[config.mk]
export PLATFORM = sky130hd
export DESIGN_NAME = instruction_cycle_timing
export DESIGN_NICKNAME = d
export VERILOG_FILES = /design/src/cycle_timing_pkg.sv /design/src/instruction_cycle_timing.sv /design/src/set_cycle_calc.sv /design/src/pipe_tracker.sv
export SDC_FILE = /design/constraint.sdc
export NUM_CORES = 1
export LEC_CHECK = 0
export ABC_AREA = 1
export BUFFER_PORTS_ARGS = -buffer_cell sky130_fd_sc_hd__clkbuf_2
export CELL_PAD_IN_SITES_DETAIL_PLACEMENT = 1
export CELL_PAD_IN_SITES_GLOBAL_PLACEMENT = 1
export CORE_ASPECT_RATIO = 1.25
export CORE_MARGIN = 4
export CORE_UTILIZATION = 34
export DETAILED_ROUTE_END_ITERATION = 6
export GPL_TIMING_DRIVEN = 0
export PLACE_DENSITY = 0.78
export SETUP_SLACK_MARGIN = 0.5
export SYNTH_ARGS = -nofsm -noshare
export SYNTH_HDL_FRONTEND = slang
export SYNTH_SLANG_ARGS = --single-unit
[constraint.sdc]
create_clock -name sys_clk_i -period 7 [get_ports sys_clk_i]
set_input_delay 0.35 -clock sys_clk_i [delete_from_list [all_inputs] [get_ports sys_clk_i]]
set_output_delay 0.35 -clock sys_clk_i [all_outputs]
set_load 0.01 [all_outputs]
[src/cycle_timing_pkg.sv]
`default_nettype none
package cycle_timing_pkg;

    localparam int NUM_SLOTS   = 6;
    localparam int CNT_W       = 4;
    localparam int LOOP_CNT_W  = 16;
    localparam int PIPE_STAGES = 5;

    // Address and access stages carry the memory traffic
    localparam logic [PIPE_STAGES-1:0] MEM_STAGE_MASK = 5'h0C;

    localparam logic [CNT_W-1:0] CYC_SINGLE      = 4'h1;
    localparam logic [CNT_W-1:0] CYC_PRECALC_ADD = 4'h1;
    localparam logic [CNT_W-1:0] CYC_MASK_BASE   = 4'h2;
    localparam logic [CNT_W-1:0] CYC_DIRECT      = 4'h3;
    localparam logic [CNT_W-1:0] CYC_RELATIVE    = 4'h4;
    localparam logic [CNT_W-1:0] CYC_COND_TAKEN  = 4'h4;
    localparam logic [CNT_W-1:0] CYC_COND_FAILED = 4'h1;
    localparam logic [CNT_W-1:0] CYC_SUBR_RETURN = 4'h3;
    localparam logic [CNT_W-1:0] CYC_STACK_RET   = 4'h5;
    localparam logic [CNT_W-1:0] CYC_LOOP_EXIT   = 4'h4;
    localparam logic [CNT_W-1:0] CYC_LOOP_NEXT   = 4'h3;
    localparam logic [CNT_W-1:0] CYC_SKIP_TAKEN  = 4'h4;

    typedef enum logic [2:0] {
        CLS_NONE       = 3'h0,
        CLS_DATA_ARITH = 3'h1,
        CLS_ADDR_ARITH = 3'h2,
        CLS_MOVE       = 3'h3,
        CLS_BIT_MASK   = 3'h4
    } inst_class_e;

    typedef enum logic [2:0] {
        AM_SIMPLE      = 3'h0,
        AM_REG_OFFSET  = 3'h1,
        AM_REG_REG     = 3'h2,
        AM_REG_IMM     = 3'h3,
        AM_STACK_IMM   = 3'h4
    } addr_mode_e;

    typedef enum logic [3:0] {
        FLOW_NONE        = 4'h0,
        FLOW_DIRECT      = 4'h1,
        FLOW_RELATIVE    = 4'h2,
        FLOW_COND_DIRECT = 4'h3,
        FLOW_COND_REL    = 4'h4,
        FLOW_CALL_DIRECT = 4'h5,
        FLOW_CALL_REL    = 4'h6,
        FLOW_SUBR_RETURN = 4'h7,
        FLOW_STACK_RET   = 4'h8,
        FLOW_EXCEPT_RET  = 4'h9,
        FLOW_LOOP_SKIP   = 4'hA,
        FLOW_LOOP_EXIT   = 4'hB,
        FLOW_LOOP_NEXT   = 4'hC
    } flow_kind_e;

    typedef enum logic [2:0] {
        ST_IDLE = 3'b001,
        ST_EXEC = 3'b010,
        ST_SLOT = 3'b100
    } issue_state_e;

    typedef struct packed {
        logic        valid;
        inst_class_e cls;
        addr_mode_e  mode;
    } inst_s;

    typedef struct packed {
        inst_s [NUM_SLOTS-1:0] slot;
        flow_kind_e            flow;
        logic                  delayed;
        logic                  cond_true;
    } exec_set_s;

    function automatic logic mode_precalc(input addr_mode_e mode);
        return mode != AM_SIMPLE;
    endfunction

endpackage
`default_nettype wire

[src/instruction_cycle_timing.sv]
`default_nettype none
// Notes on behaviour
// - All instructions of one set start together in one cycle.
// - A set issues only after all earlier sets have finished.
// - Set duration is the longest instruction cycle count inside it.
// - Data arithmetic operations take one cycle.
// - Address arithmetic operations take one cycle.
// - Move with address precalculation takes two cycles, simple one.
// - Computed addressing modes add exactly one cycle to moves and bit mask ops.
// - All operand sizes move in one cycle without precalculation.
// - Bit mask ops read, modify, then write back same location.
// - Bit mask ops take two cycles, three with precalculation.
// - Direct unconditional flow change takes three cycles.
// - Relative flow change takes four cycles.
// - Taken conditional flow change takes four cycles.
// - Untaken conditional flow change takes one cycle.
// - Delayed flow change runs one following set in the delay slot.
// - Delay slot set logically executes before the jump lands.
// - No interrupt between delayed flow change and its slot.
// - Delayed direct totals three, relative four, slot uses part.
// - Calls push onto the software stack.
// - Returns pop from the software stack.
// - Loop skip bypasses loop when counter is zero or negative.
// - Loop exit leaves and branches; loop next jumps to start.
// - Five pipeline stages, two for memory access.
// - Delayed flow change never costs less than one cycle.
// - Delay slot stalls freeze the core, never shorten the count.
module instruction_cycle_timing
    import cycle_timing_pkg::*;
#(
    parameter int LC_W = LOOP_CNT_W
) (
    input  wire logic                   sys_clk_i,
    input  wire logic                   sys_rst_i,
    input  wire logic                   ce_i,
    input  wire logic                   set_valid_i,
    input  wire exec_set_s              set_i,
    output logic                        set_ready_o,
    output logic                        issue_o,
    input  wire logic                   mem_wait_i,
    input  wire logic                   irq_req_i,
    input  wire logic signed [LC_W-1:0] loop_counter_i,
    output logic                        irq_take_o,
    output logic                        busy_o,
    output logic                        delay_slot_o,
    output logic                        stack_push_o,
    output logic                        stack_pop_o,
    output logic                        redirect_o,
    output logic                        mask_read_o,
    output logic                        mask_write_o,
    output logic [CNT_W-1:0]            set_cycles_o,
    output logic [PIPE_STAGES-1:0]      stage_valid_o,
    output logic                        mem_stage_busy_o
);

    function automatic logic [CNT_W-1:0] flow_cycles(
        input flow_kind_e kind,
        input logic       taken
    );
        case (kind)
            FLOW_DIRECT:      return CYC_DIRECT;
            FLOW_RELATIVE:    return CYC_RELATIVE;
            FLOW_COND_DIRECT,
            FLOW_COND_REL:
                return taken ? CYC_COND_TAKEN
                             : CYC_COND_FAILED;
            FLOW_CALL_DIRECT: return CYC_DIRECT;
            FLOW_CALL_REL:    return CYC_RELATIVE;
            FLOW_SUBR_RETURN: return CYC_SUBR_RETURN;
            FLOW_STACK_RET,
            FLOW_EXCEPT_RET:  return CYC_STACK_RET;
            FLOW_LOOP_SKIP:
                return taken ? CYC_SKIP_TAKEN : CYC_SINGLE;
            FLOW_LOOP_EXIT:   return CYC_LOOP_EXIT;
            FLOW_LOOP_NEXT:   return CYC_LOOP_NEXT;
            default:          return CYC_SINGLE;
        endcase
    endfunction

    issue_state_e     state;
    issue_state_e     next_state;
    logic [CNT_W-1:0] cnt;
    logic [CNT_W-1:0] rcnt;
    logic [CNT_W-1:0] elapsed;
    logic [CNT_W-1:0] read_idx;
    logic             flow_pend;
    logic             mask_act;

    // Set decode
    wire logic [CNT_W-1:0] own_cycles;
    wire logic             has_mask;
    wire logic             mask_pre;

    set_cycle_calc #(
        .SLOTS (NUM_SLOTS)
    ) u_calc (
        .slot_i         (set_i.slot),
        .max_cycles_o   (own_cycles),
        .has_mask_o     (has_mask),
        .mask_precalc_o (mask_pre)
    );

    wire logic is_cond   = set_i.flow == FLOW_COND_DIRECT ||
                           set_i.flow == FLOW_COND_REL;
    wire logic is_skip   = set_i.flow == FLOW_LOOP_SKIP;
    wire logic lc_le_0   = loop_counter_i <= 0;
    wire logic is_call   = set_i.flow == FLOW_CALL_DIRECT ||
                           set_i.flow == FLOW_CALL_REL;
    wire logic is_return = set_i.flow == FLOW_SUBR_RETURN ||
                           set_i.flow == FLOW_STACK_RET ||
                           set_i.flow == FLOW_EXCEPT_RET;
    wire logic in_slot   = state == ST_SLOT;

    wire logic flow_taken = set_i.flow != FLOW_NONE &&
                            (is_cond ? set_i.cond_true :
                             is_skip ? lc_le_0 : 1'b1);
    wire logic [CNT_W-1:0] fcyc = flow_cycles(set_i.flow, flow_taken);

    // Slot sets carry no delayed flow change of their own
    wire logic delayed_cof = set_i.delayed && flow_taken && !in_slot;

    // Delayed set ends after its own instructions; refill runs on
    wire logic [CNT_W-1:0] set_len =
        (delayed_cof || own_cycles >= fcyc) ? own_cycles : fcyc;

    // Issue control
    wire logic advance     = ce_i && !mem_wait_i;
    wire logic set_free    = cnt == '0;
    wire logic refill_free = rcnt == '0;
    wire logic boundary    = set_free && (in_slot || refill_free);
    wire logic irq_grab    = irq_req_i && set_free && refill_free &&
                             !in_slot && !flow_pend;
    wire logic accept      = set_valid_i && set_ready_o;

    assign set_ready_o = advance && boundary && !irq_grab;
    assign irq_take_o  = advance && irq_grab;
    assign issue_o     = accept;

    // Jump lands only after any delay slot set is done
    wire logic redirect_now = advance && flow_pend && refill_free &&
                              set_free && !in_slot;
    assign redirect_o = redirect_now;

    always_comb begin
        next_state = state;
        case (state)
            ST_IDLE,
            ST_EXEC: begin
                if (accept) begin
                    next_state = delayed_cof ? ST_SLOT : ST_EXEC;
                end else if (advance && set_free && refill_free) begin
                    next_state = ST_IDLE;
                end
            end
            ST_SLOT: begin
                if (accept) begin
                    next_state = ST_EXEC;
                end
            end
            default: next_state = ST_IDLE;
        endcase
    end

    wire logic [CNT_W-1:0] cnt_dec  = set_free ? cnt : cnt - 1'b1;
    wire logic [CNT_W-1:0] rcnt_dec = refill_free ? rcnt : rcnt - 1'b1;

    always_ff @(posedge sys_clk_i) begin
        if (sys_rst_i) begin
            state <= ST_IDLE;
        end else if (ce_i) begin
            state <= next_state;
        end
    end

    // Counters hold through every wait cycle, so stalls add, not subtract
    always_ff @(posedge sys_clk_i) begin
        if (sys_rst_i) begin
            cnt  <= '0;
            rcnt <= '0;
        end else if (accept) begin
            cnt  <= set_len - 1'b1;
            rcnt <= in_slot ? rcnt_dec :
                    (flow_taken ? fcyc - 1'b1 : '0);
        end else if (advance) begin
            cnt  <= cnt_dec;
            rcnt <= rcnt_dec;
        end
    end

    // New taken flow change wins over a landing in the same cycle
    always_ff @(posedge sys_clk_i) begin
        if (sys_rst_i) begin
            flow_pend <= 1'b0;
        end else if (accept && flow_taken && !in_slot) begin
            flow_pend <= 1'b1;
        end else if (redirect_now) begin
            flow_pend <= 1'b0;
        end
    end

    always_ff @(posedge sys_clk_i) begin
        if (sys_rst_i) begin
            delay_slot_o <= 1'b0;
        end else if (accept) begin
            delay_slot_o <= in_slot;
        end else if (advance && set_free) begin
            delay_slot_o <= 1'b0;
        end
    end

    always_ff @(posedge sys_clk_i) begin
        if (sys_rst_i) begin
            stack_push_o <= 1'b0;
            stack_pop_o  <= 1'b0;
            set_cycles_o <= '0;
        end else if (ce_i) begin
            stack_push_o <= accept && is_call;
            stack_pop_o  <= accept && is_return;
            if (accept) begin
                set_cycles_o <= set_len;
            end
        end
    end

    // Read, then write back one cycle later; modify has no cycle of its own
    always_ff @(posedge sys_clk_i) begin
        if (sys_rst_i) begin
            mask_act <= 1'b0;
            elapsed  <= '0;
            read_idx <= '0;
        end else if (accept) begin
            mask_act <= has_mask;
            elapsed  <= '0;
            read_idx <= mask_pre ? CYC_PRECALC_ADD : '0;
        end else if (advance) begin
            elapsed  <= set_free ? elapsed : elapsed + 1'b1;
            if (set_free) begin
                mask_act <= 1'b0;
            end
        end
    end

    assign mask_read_o  = advance && mask_act &&
                          elapsed == read_idx;
    assign mask_write_o = advance && mask_act &&
                          elapsed == read_idx + 1'b1;
    assign busy_o       = state != ST_IDLE;

    pipe_tracker #(
        .STAGES (PIPE_STAGES)
    ) u_pipe (
        .sys_clk_i        (sys_clk_i),
        .sys_rst_i        (sys_rst_i),
        .advance_i        (advance),
        .inject_i         (accept),
        .stage_valid_o    (stage_valid_o),
        .mem_stage_busy_o (mem_stage_busy_o)
    );

endmodule
`default_nettype wire

[src/set_cycle_calc.sv]
`default_nettype none
module set_cycle_calc
    import cycle_timing_pkg::*;
#(
    parameter int SLOTS = NUM_SLOTS
) (
    input  wire inst_s [SLOTS-1:0] slot_i,
    output logic [CNT_W-1:0]       max_cycles_o,
    output logic                   has_mask_o,
    output logic                   mask_precalc_o
);

    function automatic logic [CNT_W-1:0] inst_cycles(input inst_s inst);
        logic [CNT_W-1:0] add;
        add = mode_precalc(inst.mode) ? CYC_PRECALC_ADD : '0;
        if (!inst.valid) begin
            return CYC_SINGLE;
        end
        case (inst.cls)
            CLS_DATA_ARITH: return CYC_SINGLE;
            CLS_ADDR_ARITH: return CYC_SINGLE;
            CLS_MOVE:       return CYC_SINGLE + add;
            CLS_BIT_MASK:   return CYC_MASK_BASE + add;
            default:        return CYC_SINGLE;
        endcase
    endfunction

    logic [CNT_W-1:0] cyc  [SLOTS];
    logic [SLOTS-1:0] mask;
    logic [SLOTS-1:0] mpre;

    genvar g;
    generate
        for (g = 0; g < SLOTS; g++) begin : g_slot
            assign cyc[g]  = inst_cycles(slot_i[g]);
            assign mask[g] = slot_i[g].valid &&
                             slot_i[g].cls == CLS_BIT_MASK;
            assign mpre[g] = mask[g] && mode_precalc(slot_i[g].mode);
        end
    endgenerate

    // Longest member sets the pace of the whole set
    always_comb begin
        max_cycles_o = CYC_SINGLE;
        for (int i = 0; i < SLOTS; i++) begin
            if (cyc[i] > max_cycles_o) begin
                max_cycles_o = cyc[i];
            end
        end
    end

    assign has_mask_o     = |mask;
    assign mask_precalc_o = |mpre;

endmodule
`default_nettype wire

[src/pipe_tracker.sv]
`default_nettype none
module pipe_tracker
    import cycle_timing_pkg::*;
#(
    parameter int STAGES = PIPE_STAGES
) (
    input  wire logic              sys_clk_i,
    input  wire logic              sys_rst_i,
    input  wire logic              advance_i,
    input  wire logic              inject_i,
    output logic [STAGES-1:0]      stage_valid_o,
    output logic                   mem_stage_busy_o
);

    logic [STAGES-1:0] stage;

    // Whole pipe holds on a stall; nothing slips past a wait
    always_ff @(posedge sys_clk_i) begin
        if (sys_rst_i) begin
            stage <= '0;
        end else if (advance_i) begin
            stage <= {stage[STAGES-2:0], inject_i};
        end
    end

    assign stage_valid_o    = stage;
    assign mem_stage_busy_o = |(stage & MEM_STAGE_MASK);

endmodule
`default_nettype wire

== After elaboration in Yosys (flattened, before gate mapping) ==
Index checks and enable logic that the tools add are counted.
Storage, ports and cells
  bits in registers: 33
Operators by class
  equal/unequal tests: 33
  order comparisons: 8
  reductions and logical operators: 75
  bitwise operators: 1
  multiplexer cells: 50
  add/sub/neg operators: 18
Operators by type and width (number)
  4-bit 2-to-1 mux: 21
  4-bit one-hot mux with 2 select lines: 6
  1-bit logical AND: 38
  1-bit by 4-bit adder with 4-bit output, first input constant: 6
  2-bit by 4-bit adder with 4-bit output, first input constant: 6
  3-bit by 2-bit equality test with 1-bit output, second input constant: 7
  3-bit equality test, second input constant: 7
  4-bit equality test, second input constant: 5
  4-bit > comparator: 5
  3-bit nonzero test: 6
  4-bit by 3-bit equality test with 1-bit output, second input constant: 4
  16-bit by 1-bit <= comparator with 1-bit output, second input constant: 1
  1-bit 2-to-1 mux: 16
  4-bit by 1-bit subtractor with 4-bit output, second input constant: 4
  3-bit 2-to-1 mux: 5
  3-bit one-hot mux with 4 select lines: 1
  6-bit OR reduction: 2
  4-bit by 1-bit adder with 4-bit output, second input constant: 2
  4-bit by 2-bit equality test with 1-bit output, second input constant: 2
  4-bit equality test: 2
  4-bit logical NOT: 2
  2-bit AND reduction: 4
  2-bit nonzero test: 4
  2-bit OR reduction: 4
  other kinds (15): 25

== Longest topological paths before layout ==
Gate-level depths: netlist of the first run.
  word-level depth: 22
  mapped depth: 52

== By module ==
Synthesis of the first run repeated with hierarchy kept, for this count alone.
Second synthesis, totals
  cells, all modules: 467
  area total of the unflattened synthesis: 2827.7 um^2
By module, submodules not included
  instruction_cycle_timing: cells each 268, sequential area each 500.5 um^2, times used 1, area an instance 1720.4 um^2
  set_cycle_calc: cells each 166, sequential area each 0.0 um^2, times used 1, area an instance 882.1 um^2
  pipe_tracker: cells each 33, sequential area each 100.1 um^2, times used 1, area an instance 225.2 um^2

== Worst setup path before layout of the first run ==
OpenSTA, ideal clock, no wires.
  path type: input to register
  start point: in set_i[9] (netlist name)
  end point: reg cnt[2]
  setup slack: 1.389 ns
  stages on the path: 50
  path buffers: 0
  arrival: 5.554 ns
  setup time: 0.057 ns
  data required time: 6.943 ns
  cell sequence: inv_1 nand2_1 nor2_1 nand2_1 nand2_1 inv_1 ha_1 inv_1 nor2_1 nor2_1 nand3_1 nand2_1 ha_1 inv_1 o22ai_1 inv_1 nand2_1 nand2_1 [... 14 more ...] o21a_1 inv_1 nand3_1 nand2_1 ha_1 inv_1 nand2_1 a21oi_1 nand2_1 nand3_1 nand3_1 nand2_1 inv_1 ha_1 or2_0 nand3_1 o211ai_1 inv_1
On the way
  cells in the longest elaborated chain, start to end: 20
  elaborated cells between the ends (all ways): 21
  classes of those cells: add/sub: 1; order compare: 7; eq/ne: 2; mux: 10; reduce/logical: 1
Ends and longest elaborated chain
  start: declaration: line instruction_cycle_timing.sv:37  | input wire exec_set_s set_i,
  3-bit equality test / 3-bit by 2-bit equality test with 1-bit output (equally long branches): line set_cycle_calc.sv:19  | case (inst.cls)
  4-bit one-hot mux with 2 select lines (*): line set_cycle_calc.sv:19
  4-bit 2-to-1 mux (*): line set_cycle_calc.sv:19
  4-bit by 1-bit > comparator with 1-bit output: line set_cycle_calc.sv:46  | if (cyc[i] > max_cycles_o) begin
  4-bit 2-to-1 mux (*): line set_cycle_calc.sv:46
  4-bit > comparator: line set_cycle_calc.sv:46
  4-bit 2-to-1 mux (*): line set_cycle_calc.sv:46
  4-bit > comparator: line set_cycle_calc.sv:46
  [... 4 more ...]
  4-bit 2-to-1 mux (*): line set_cycle_calc.sv:46
  4-bit > comparator: line set_cycle_calc.sv:46
  4-bit 2-to-1 mux (*): line set_cycle_calc.sv:46
  4-bit >= comparator: line instruction_cycle_timing.sv:124  | (delayed_cof || own_cycles >= fcyc) ? own_cycles : fcyc;
  1-bit logical OR: line instruction_cycle_timing.sv:124
  4-bit 2-to-1 mux (*): line instruction_cycle_timing.sv:124
  4-bit by 1-bit subtractor with 4-bit output (*): line instruction_cycle_timing.sv:181  | cnt <= set_len - 1'b1;
  4-bit 2-to-1 mux (*): line instruction_cycle_timing.sv:180  | end else if (accept) begin
  end signal: assignment: line instruction_cycle_timing.sv:181
  end signal: assignment: line instruction_cycle_timing.sv:185  | cnt <= cnt_dec;
  end: declaration: line instruction_cycle_timing.sv:82  | logic [CNT_W-1:0] cnt;
Mark *: on every way between the ends. The rest lies on a longest branch, timed or not.
A chain may end at the register's enable or synchronous reset.

== Final worst setup path of the first run ==
  start point: in set_i[16] (netlist name)
  end point: reg cnt[2]
On the way
  cells in the longest elaborated chain, start to end: 18
  elaborated cells between the ends (all ways): 19
  classes of those cells: add/sub: 1; order compare: 6; eq/ne: 2; mux: 9; reduce/logical: 1
Ends and longest elaborated chain (line)
  3-bit equality test / 3-bit by 2-bit equality test with 1-bit output (equally long branches): set_cycle_calc.sv:19
  4-bit one-hot mux with 2 select lines (*): set_cycle_calc.sv:19
  4-bit 2-to-1 mux (*): set_cycle_calc.sv:19
  4-bit > comparator: set_cycle_calc.sv:46
  4-bit 2-to-1 mux (*): set_cycle_calc.sv:46
  4-bit > comparator: set_cycle_calc.sv:46
  4-bit 2-to-1 mux (*): set_cycle_calc.sv:46
  4-bit > comparator: set_cycle_calc.sv:46
  [... 2 more ...]
  4-bit 2-to-1 mux (*): set_cycle_calc.sv:46
  4-bit > comparator: set_cycle_calc.sv:46
  4-bit 2-to-1 mux (*): set_cycle_calc.sv:46
  4-bit >= comparator: instruction_cycle_timing.sv:124
  1-bit logical OR: instruction_cycle_timing.sv:124
  4-bit 2-to-1 mux (*): instruction_cycle_timing.sv:124
  4-bit by 1-bit subtractor with 4-bit output (*): instruction_cycle_timing.sv:181
  4-bit 2-to-1 mux (*): instruction_cycle_timing.sv:180
Marks and branches as above.

==> results of run 1 <==
-- registers in the layout, summed over array words and instances, names as in the netlist --
register              count
u_pipe.stage_valid_o      5
cnt                       4
elapsed                   4
rcnt                      4
set_cycles_o              3
state                     3
delay_slot_o              1
flow_pend                 1
mask_act                  1
read_idx                  1
stack_pop_o               1
stack_push_o              1
-- placed cells by master, fill, tap and decap left out, types with 2 or more instances in the layout --
master,netlist,routed
inv_2,2,2
nand3_1,29,25
nand2_2,6,8
dfxtp_1,29,29
a21oi_1,23,21
nor2_1,69,64
nor4_1,2,2
a31oi_1,2,2
inv_1,75,75
nand4_1,4,4
buf_4,1,7
clkinv_2,0,2
clkbuf_1,3,3
nor2_2,3,7
o21bai_1,2,2
xor2_1,4,4
o21a_1,3,3
nand3_2,1,5
nor3_1,7,7
or2_2,6,6
o211ai_1,2,2
clkbuf_8,0,5
clkbuf_2,0,88
nor2_4,1,2
a21oi_2,2,4
ha_1,21,20
nand2_1,115,113
o21ai_0,16,16
-- synth_stat cells (all sizes together) --
cell	n	area share
a2111oi	1	0.0033
a21oi	25	0.050
a221oi	2	0.0089
a31oi	2	0.0047
a41oi	1	0.0033
buf	2	0.0047
clkbuf	3	0.0042
clkinv	1	0.0014
conb	1	0.0014
dfxtp	29	0.22
ha	21	0.099
inv	77	0.11
nand2	121	0.18
nand3	30	0.058
nand4	5	0.014
nor2	74	0.12
nor3	8	0.017
nor4	3	0.013
o2111ai	1	0.0033
o211ai	3	0.010
o21a	3	0.0085
o21ai	16	0.030
o21bai	2	0.0056
o221ai	1	0.0033
o22ai	2	0.0047
or2	7	0.016
or3	1	0.0024
xor2	4	0.013
-- cell type report --
type	count	area, sq um	share of cell area
clock inverters	3	17.52	0.005143
clock buffers	5	68.82	0.02021
inverters	78	292.8	0.08597
well taps	92	115.1	0.03380
multi-input cells	334	1822	0.5349
plain buffers	5	23.77	0.006980
repair buffers	94	485.5	0.1425
flip-flops and latches	29	580.6	0.1705
-- metal layers --
metal	wire (um)	vias up	global-route usage
met3	298	8	0.01922
met4	116	0	0.04605
met2	4301	66	0.3415
met5	0	-	0
li1	-	1618	-
met1	3140	1472	0.1831
-- timing repair --
item                       in CTS  in global routing
resized for setup               0                 16
setup endpoints to repair       0                  4
setup buffers                   0                  6
-- worst max-delay path, delay by kind of cell --
kind                       cells  cell delay (ns)
AOI/OAI and AO/OA              7             0.78
and+or+nand+nor               25             2.48
buffers and inverters         10             0.73
adders and majority gates      7             1.77
-- final timing paths --
check,slack [ns],depth (start not counted),startpoint,to
setup / recovery,1.13,49,set_i[16],cnt[2]
hold / removal,0.32,2,sys_rst_i,rcnt[1]
setup reg to reg,4.32,17,rcnt[1],cnt[2]
hold reg to reg,0.47,2,stack_push_o,stack_push_o
-- power breakdown --
group	internal (mW)	total (mW)	switching [mW]	leakage, nW
registers	0.179	0.193	0.0140	0.236
clock network	0.0685	0.138	0.0694	0.0439
logic	0.110	0.266	0.156	1.62
-- logic make-up after synthesis --
kind of cell	synth area share
and+or+nand+nor	0.4135
buffers and inverters	0.1190
AOI/OAI and AO/OA	0.1359
DFF	0.2183
adders and majority gates	0.09878
xor gates and xnor gates	0.01317
other	0.001410
-- metrics by stage --
step,hold WS (ns),power (mW),std cells,worst slack (ns)
6_report,0.3215,0.5967,640,1.126
5_1_grt,0.3147,0.6498,640,0.4725
4_1_cts,0.3108,0.5821,634,0.7753
3_5_place_dp,0.4649,0.4433,626,0.5025
3_3_place_gp,0.4546,0.4318,626,0.6839
2_1_floorplan,0.4162,0.3686,446,1.389
==> metrics, run 1 <==
worst-margin pin slew=0.5174 ns; crit start category=primary input; syn_area_per_cell=5.964 sq um; GR Overflow Total=0; final setup TNS=0 ns; unrepaired setup endpoints after global routing=false; syn nets=537; critical path arrival=6.10 ns; YS warnings=0; Pins Over Slew Limit=0; die area=9312 sq um; ANT nets after route=0; H-Tree Depth=2; count of cell types in the netlist=42; flops & latches, synth=29; clk_lat worst skew=0.28 ns; final setup fails=0; post-synthesis sequential area ratio=0.2183; Cell Pwr Density=175.2 nW/um^2; worst hold path type=primary input to register; final core occ=0.4548; Area Overhead vs Synth=28.03%; first drt pass iteration count=4; Initial DRC Count=46; critical-path maximum fanout=4; critical setup path kind=primary input to register; Period minus WS final=between 5 and 6 ns; # diodes=0; Final Skew=0.004248 ns; Synth Cell Area=2660 sq um; Routed Wire Length=between 7000 and 8000 um; # IOs=90; Die W=87.12 um; Clk pin slew, worst setup/hold paths=0.07 ns; CTS tree=done; Max Cap Violations=0; number of remaining DRC errors=0; Largest stage delay, worst path=roughly 0.34 ns; layout net count=between 600 and 700; Initial Util=0.3552; CTS Buffer Depth=2; core box area=7488 sq um; status=completed; initial antenna violation count=0; GPL Wtd Cong=0.8068; max_slew headroom=0.6551; Syn Inst Count=446; vias in the first global route=3160; CTS Buf Count=5; per-cell routed wire length=12.28 um; first-pass GRT wire length=approximately 13000 um; port bufs=88; Fmax=170.2 MHz; layout cells sized above 1=0.2664; DR vias=3164; All-Layer GR Usage=0.1710; Core Rows=35; post-DP HPWL=6626 um; hold buffers post-CTS=0; largest net degree at the start of global routing=11; Static Leakage=1.902 nW; final hold violations=0; placed inst area=~3200 sq um; most used cell along the critical path=nand2_1; DIE HEIGHT=~110 um; Tcrit/Tclk final=0.8392; clk sinks=29; number of fill cells=1105; Data required, critical path=7.23 ns; DR vias/cell=4.944; fin area=between 3000 and 4000 sq um; crit end category=register; Worst VDD drop=about 110 uV; clock root buffer=clkbuf_8; slowest cell on the critical path=ha_1
No activity file was read; power rests on OpenSTA's default activity.
==> run 2, diff against run 1 <==
--- a/config.mk
+++ b/config.mk
@@ -11,10 +11,10 @@
 export CELL_PAD_IN_SITES_GLOBAL_PLACEMENT = 1
 export CORE_ASPECT_RATIO = 1.25
 export CORE_MARGIN = 4
-export CORE_UTILIZATION = 34
+export CORE_UTILIZATION = 31
 export DETAILED_ROUTE_END_ITERATION = 6
 export GPL_TIMING_DRIVEN = 0
-export PLACE_DENSITY = 0.78
+export PLACE_DENSITY = 0.75
 export SETUP_SLACK_MARGIN = 0.5
 export SYNTH_ARGS = -nofsm -noshare
 export SYNTH_HDL_FRONTEND = slang
==> constraint.sdc (replaced) <==
create_clock -name sys_clk_i -period 5.36 [get_ports sys_clk_i]
set_input_delay 0.268 -clock sys_clk_i [delete_from_list [all_inputs] [get_ports sys_clk_i]]
set_output_delay 0.268 -clock sys_clk_i [all_outputs]
set_load 0.01 [all_outputs]
==> run 2 against run 1 <==
Compared with the run above:
- the run now ends with setup timing left
- flip-flop and latch count is the same
- die area increased by 8.9%
- sequential power is 32% higher
- combinational power grew to 3.1 times the previous value
- critical endpoint unchanged
- largest cell class unchanged
- largest power group unchanged
==> metrics, run 2 (synthesis gave the netlist of run 1 again) <==
Initial Util=0.3210; clk_lat worst skew=0.29 ns; clk sinks=29; max_slew headroom=0.5613; initial antenna violation count=0; Hold Crit Depth=2; Core Rows=37; port bufs=88; fin cells=705; hold buffers post-CTS=0; Data required, critical path=5.60 ns; die area=10140 sq um; placed inst area=approximately 3300 sq um; largest delay contributor family on the critical path=simple AND/OR/NAND/NOR gates; largest net degree at the start of global routing=11; Area Overhead vs Synth=66.98%; unrepaired setup endpoints after global routing=true; Period minus WS final=5.998 ns; layout cells sized above 1=0.4523; post-layout worst setup margin=-0.6383 ns; placed cells=approximately 630; CTS Buf Count=5; GPL Wtd Cong=0.8130; first-pass GRT wire length=between 15000 and 20000 um; Fmax=166.7 MHz; first drt pass iteration count=4; max reg flops=5; # diodes=0; post-DP HPWL=6950 um; crit start category=primary input; DIE HEIGHT=111.6 um; DR vias/cell=5.048; Max Cap Violations=0; Largest stage delay, worst path=0.33 ns; slowest cell on the critical path=ha_4; H-Tree Depth=2; layout net count=698; core box area=about 8300 sq um; most frequent cells in the layout=nand2_1 (88), clkbuf_2 (84), inv_1 (61), nor2_1 (57), buf_4 (44); vias in the first global route=3862; Routed Wire Length=12740 um; per-cell routed wire length=18.06 um; Initial DRC Count=133; Worst path depth=50; R2R Path Start=rcnt[1]; worst hold path type=primary input to register; Buf+Inv Stages, Crit Path=10; final hold violations=0; Cell Pwr Density=295.1 nW/um^2; clock root buffer=clkbuf_8; CTS tree=done; fin area=4442 sq um; Tcrit/Tclk final=1.119; status=finished, violations left; GR Overflow Total=0; ANT nets after route=0; Final Skew=0.007175 ns; most used cell along the critical path=nand2_2; failing checks=setup timing; Die W=~91 um; number of remaining DRC errors=0; Clk pin slew, worst setup/hold paths=0.07 ns; Worst VDD drop=between 100 and 150 uV; critical-path maximum fanout=4; All-Layer GR Usage=0.2192; Pins Over Slew Limit=0; final core occ=0.5360; most common cell after layout, fill and taps aside=nand2_1; DR vias=~3600; critical setup path kind=primary input to register; critical path arrival=~6.2 ns; Setup crit start=set_i[11]; # IOs=90; crit end category=register; final setup fails=6; hold path start=sys_rst_i; number of fill cells=roughly 1100; CTS Buffer Depth=2; Static Leakage=2.297 nW; worst-margin pin slew=between 0.6 and 0.7 ns; r2r worst-path depth=17
-- run 2: cell count changes in the layout (fill, tap and decap cells not counted), moves of 8 or more --
| cell | before | now |
|---|---|---|
| buf_4 | 7 | 44 |
| buf_6 | 0 | 26 |
| nand2_1 | 113 | 88 |
| nand2_2 | 8 | 26 |
| inv_1 | 75 | 61 |
| inv_2 | 2 | 13 |
| nand3_1 | 25 | 15 |
| ha_1 | 20 | 12 |
| ha_4 | 0 | 8 |
-- run 2: path summary, 6_finish.rpt --
path                                 end  slack (ns)
worst max-delay path              cnt[2]       -0.64
worst min-delay path             rcnt[1]        0.23
worst max register to register    cnt[2]        2.49
worst min register to register  state[2]        0.47
-- run 2: final cells by class --
| type | count | area, sq um | share of cell area |
|---|---|---|---|
| plain buffers | 5 | 23.77 | 0.005352 |
| flip-flops and latches | 29 | 580.6 | 0.1307 |
| multi-input cells | 334 | 2233 | 0.5028 |
| clock buffers | 7 | 86.33 | 0.01944 |
| clock inverters | 1 | 30.03 | 0.006761 |
| repair buffers | 154 | 1056 | 0.2377 |
| inverters | 78 | 310.3 | 0.06986 |
| well taps | 97 | 121.4 | 0.02732 |
-- run 2: repair_timing --
item	4_1_cts	5_1_grt
pin swaps	25	44
buffers inserted	58	8
gates resized for setup	34	93
setup endpoints to repair	6	6
-- run 2: worst reg2reg max path, cell delays in order (launching register included) --
cell and delay [ns]:
dfxtp_1 0.36, inv_1 0.08, ha_1 0.19, nand2_1 0.09, nor2_1 0.10, inv_1 0.11, nor2_1 0.06, nand2_1 0.08
o2111ai_1 0.15, nor2_1 0.56, nand3_2 0.20, nand2_2 0.14, inv_2 0.06, ha_4 0.16, or2_1 0.23, nand3_1 0.07
o211ai_1 0.09, inv_1 0.09
-- run 2: metrics by stage --
| stage | hold WS [ns] | worst slack (ns) | TNS, ns | power (mW) |
|---|---|---|---|---|
| 2_1_floorplan | 0.3342 | 0.06923 | 0 | 0.5001 |
| 4_1_cts | 0.2189 | -0.2200 | -0.6404 | 1.075 |
| 6_report | 0.2310 | -0.6383 | -2.927 | 1.311 |
| 3_5_place_dp | 0.4583 | -0.8981 | -3.773 | 0.6026 |
| 5_1_grt | 0.2179 | -0.8742 | -4.375 | 1.378 |
| 3_3_place_gp | 0.4549 | -0.6193 | -2.170 | 0.5856 |
-- run 2: layer usage --
layer,track usage,share of wire,vias to the layer above
met5,0,0,-
met4,0.1408,0.064,0
met3,0.03851,0.038,42
met2,0.4339,0.56,104
met1,0.2011,0.34,1679
li1,-,-,1734
-- run 2: power breakdown --
part	internal, mW	total [mW]	switching, mW	leakage (nW)
clock	0.151	0.242	0.0909	0.0585
sequential	0.234	0.254	0.0201	0.236
combinational	0.403	0.815	0.411	2.00
total	0.789	1.31	0.522	2.30
==> run 3, diff against run 2 <==
--- a/config.mk
+++ b/config.mk
@@ -5,16 +5,16 @@
 export SDC_FILE = /design/constraint.sdc
 export NUM_CORES = 1
 export LEC_CHECK = 0
-export ABC_AREA = 1
+export ABC_AREA = 0
 export BUFFER_PORTS_ARGS = -buffer_cell sky130_fd_sc_hd__clkbuf_2
 export CELL_PAD_IN_SITES_DETAIL_PLACEMENT = 1
 export CELL_PAD_IN_SITES_GLOBAL_PLACEMENT = 1
 export CORE_ASPECT_RATIO = 1.25
 export CORE_MARGIN = 4
-export CORE_UTILIZATION = 31
+export CORE_UTILIZATION = 32
 export DETAILED_ROUTE_END_ITERATION = 6
 export GPL_TIMING_DRIVEN = 0
-export PLACE_DENSITY = 0.75
+export PLACE_DENSITY = 0.74
 export SETUP_SLACK_MARGIN = 0.5
 export SYNTH_ARGS = -nofsm -noshare
 export SYNTH_HDL_FRONTEND = slang
==> run 3 against run 2 <==
Compared with the run above:
- the flow still finishes with violations (setup timing)
- highest routed layer unchanged
- critical endpoint unchanged
- maximum frequency shrank 12%
- sequential share of layout area grew 2.5 points
- worst setup slack lost 0.78 ns
- cell area is 16% lower
- flip-flop and latch count stayed put
- non-clock buffer count is 41 lower
- clock-buffer cell count shrank 2
- routed wire length is 32% lower
- clock power increased by 14%
- total power fell by 33%
- combinational power fell by 55%
==> metrics, run 3 <==
status=finished, violations left; failing checks=setup timing; per-cell routed wire length=15.40 um; Synth Cell Area=2606 sq um; hold endpoint=delay_slot_o; final core occ=0.4721; Initial DRC Count=62; Die W=88.72 um; port bufs=85; die area=9662 sq um; Max Cap Violations=0; # IOs=90; Tcrit/Tclk final=1.265; post-synthesis mux area share=0.02448; pre-CTS setup slack=-2.252 ns; Final Skew=roughly 0.0052 ns; Worst VDD drop=132.9 uV; Synth Area in XOR/XNOR=0.02352; Initial Util=0.3306; r2r worst-path depth=13; post-DP HPWL=6693 um; All-Layer GR Usage=0.1746; Post-synth top cells=nand2_1 (40), nor2_1 (30), dfxtp_1 (29); Period minus WS final=between 6 and 7 ns; Clk pin slew, worst setup/hold paths=0.07 ns; Static Leakage=about 1.7 nW; Routed Wire Length=8683 um; Multi-input gate area=2141 sq um; Synth Area in Simple Gates=0.3231; Syn Inst Count=355; critical path arrival=6.93 ns; CTS Buf Count=5; final setup TNS=-6.969 ns; Area Overhead vs Synth=42.77%; syn_area_per_cell=7.342 sq um; asr flop ratio synth=0; clk_lat worst skew=0.28 ns; final setup fails=6; most common flop cell mapped by yosys=dfxtp_1; Pins Over Slew Limit=0; Logic pwr share=0.417; max_slew headroom=0.5632; Synth Area in Adders=0.1008; critical-path maximum fanout=3; hold buffers post-CTS=0; most common cell after layout, fill and taps aside=clkbuf_2; most frequent cells in the layout=clkbuf_2 (84), nand2_1 (39), nor2_1 (29), dfxtp_1 (29); clk sinks=29; initial antenna violation count=0; GR Overflow Total=0; GPL Wtd Cong=~0.77; Seq pwr share=0.271; H-Tree Depth=2; critical setup path kind=primary input to register; layout cells sized above 1=0.3625; slowest cell on the critical path=mux2_4; Sw Share=0.3329; Psw=0.2932 mW; worst-margin pin slew=approximately 0.64 ns; count of cell types in the netlist=65; syn nets=446; Post-synth EDFFs=0; Buf+Inv Stages, Crit Path=1; DIE HEIGHT=108.9 um; Data required, critical path=5.52 ns; CTS Buffer Depth=2; core box area=roughly 7900 sq um; unrepaired setup endpoints after global routing=true; most used cell along the critical path=ha_4; DR vias=3026; DR vias/cell=about 5.4; CTS tree=done; largest family of logic cells by synthesized area=simple AND/OR/NAND/NOR gates; first drt pass iteration count=4; vias in the first global route=about 3200; final hold violations=0; Synth top area share=0.2228; register area=580.6 sq um; Compound-Gate Fraction of Synth Area=0.2448; post-synthesis sequential area ratio=0.2228; number of remaining DRC errors=0; Worst path depth=41; YS warnings=0; synth top area cells=dfxtp_1 (22%), ha_1 (10%), nand2_1 (5.8%); crit start category=primary input; post-synth top area cell=dfxtp_1; Clock power frac=0.313; clock root buffer=clkbuf_8; worst hold path type=primary input to register; R2R Path Start=rcnt[0]; ANT nets after route=0; crit end category=register; Core Rows=36; flops & latches, synth=29; Fmax=147.5 MHz; Internal=0.5875 mW; Hold Crit Depth=3; post-layout worst setup margin=-1.419 ns; most common cell in the netlist=nand2_1; layout net count=559; number of fill cells=989; largest net degree at the start of global routing=11; hold path start=set_valid_i; worst reg2reg endpoint=cnt[2]; # diodes=0; Cell Pwr Density=236.7 nW/um^2; largest delay contributor family on the critical path=compound AO/OA/AOI/OAI gates; first-pass GRT wire length=13760 um; flop2flop setup slack=2.51 ns; max reg flops=5; Largest stage delay, worst path=0.33 ns
[run 3: power groups by stage]
stage	logic, mW	registers (mW)	clock network (mW)
final	0.367	0.238	0.275
after CTS	0.342	0.238	0.279
after global routing	0.403	0.240	0.287
after detailed placement	0.286	0.242	0
after floorplan	0.203	0.240	0
after global placement	0.273	0.241	0
[run 3: worst max path at each step]
| stage | startpoint | to |
|---|---|---|
| floorplan | set_i[15] | cnt[1] |
| global placement | set_i[7] | cnt[1] |
| detailed placement | set_i[7] | cnt[1] |
| CTS | set_i[14] | cnt[2] |
| global route | set_i[13] | cnt[2] |
| finish | set_i[15] | cnt[2] |
[run 3: worst min-delay path: stages]
cell and delay, ns:
clkbuf_2 0.09, nand3_1 0.06, a21oi_1 0.06
[run 3: area by class of cell]
cell class | count | share of cell area
clock buffers | 5 | 0.01849
repair buffers | 106 | 0.1594
flip-flops and latches | 29 | 0.1560
inverters | 23 | 0.02320
well taps | 95 | 0.03194
clock inverters | 3 | 0.01748
multi-input cells | 291 | 0.5753
plain buffers | 12 | 0.01816
[run 3: cell families (layout without fill, tap and decap cells)]
logic type / Yosys count / count (layout)
XOR/XNOR: 7 / 7
AO/OA/AOI/OAI: 95 / 95
buffers and inverters: 35 / 149
AND/OR/NAND/NOR: 161 / 161
adder cells (fa/ha/maj): 21 / 21
other: 1 / 1
multiplexers: 6 / 6
flip-flops: 29 / 29
[run 3: through the flow]
stage	total power, mW	hold slack, ns	area, sq um	instances
after floorplan	0.4426	0.4199	2708	355
after global placement	0.5149	0.4439	3252	535
after detailed placement	0.5280	0.4492	3252	535
after CTS	0.8581	0.2439	3592	561
after global routing	0.9299	0.2738	3721	564
final	0.8807	0.2459	3721	564
[run 3: timing repair]
action | in CTS | in global routing
pin swaps | 23 | 21
resized for setup | 14 | 19
setup buffers | 18 | 3
endpoints found under the hold margin | 0 | 0
endpoints found under the setup margin | 6 | 6
[run 3: routing by layer]
layer,track usage,vias up,share of wire
li1,-,1504,-
met1,0.1907,1418,0.40
met2,0.3328,93,0.52
met3,0.03779,11,0.066
met4,0.04320,0,0.015
met5,0,-,0
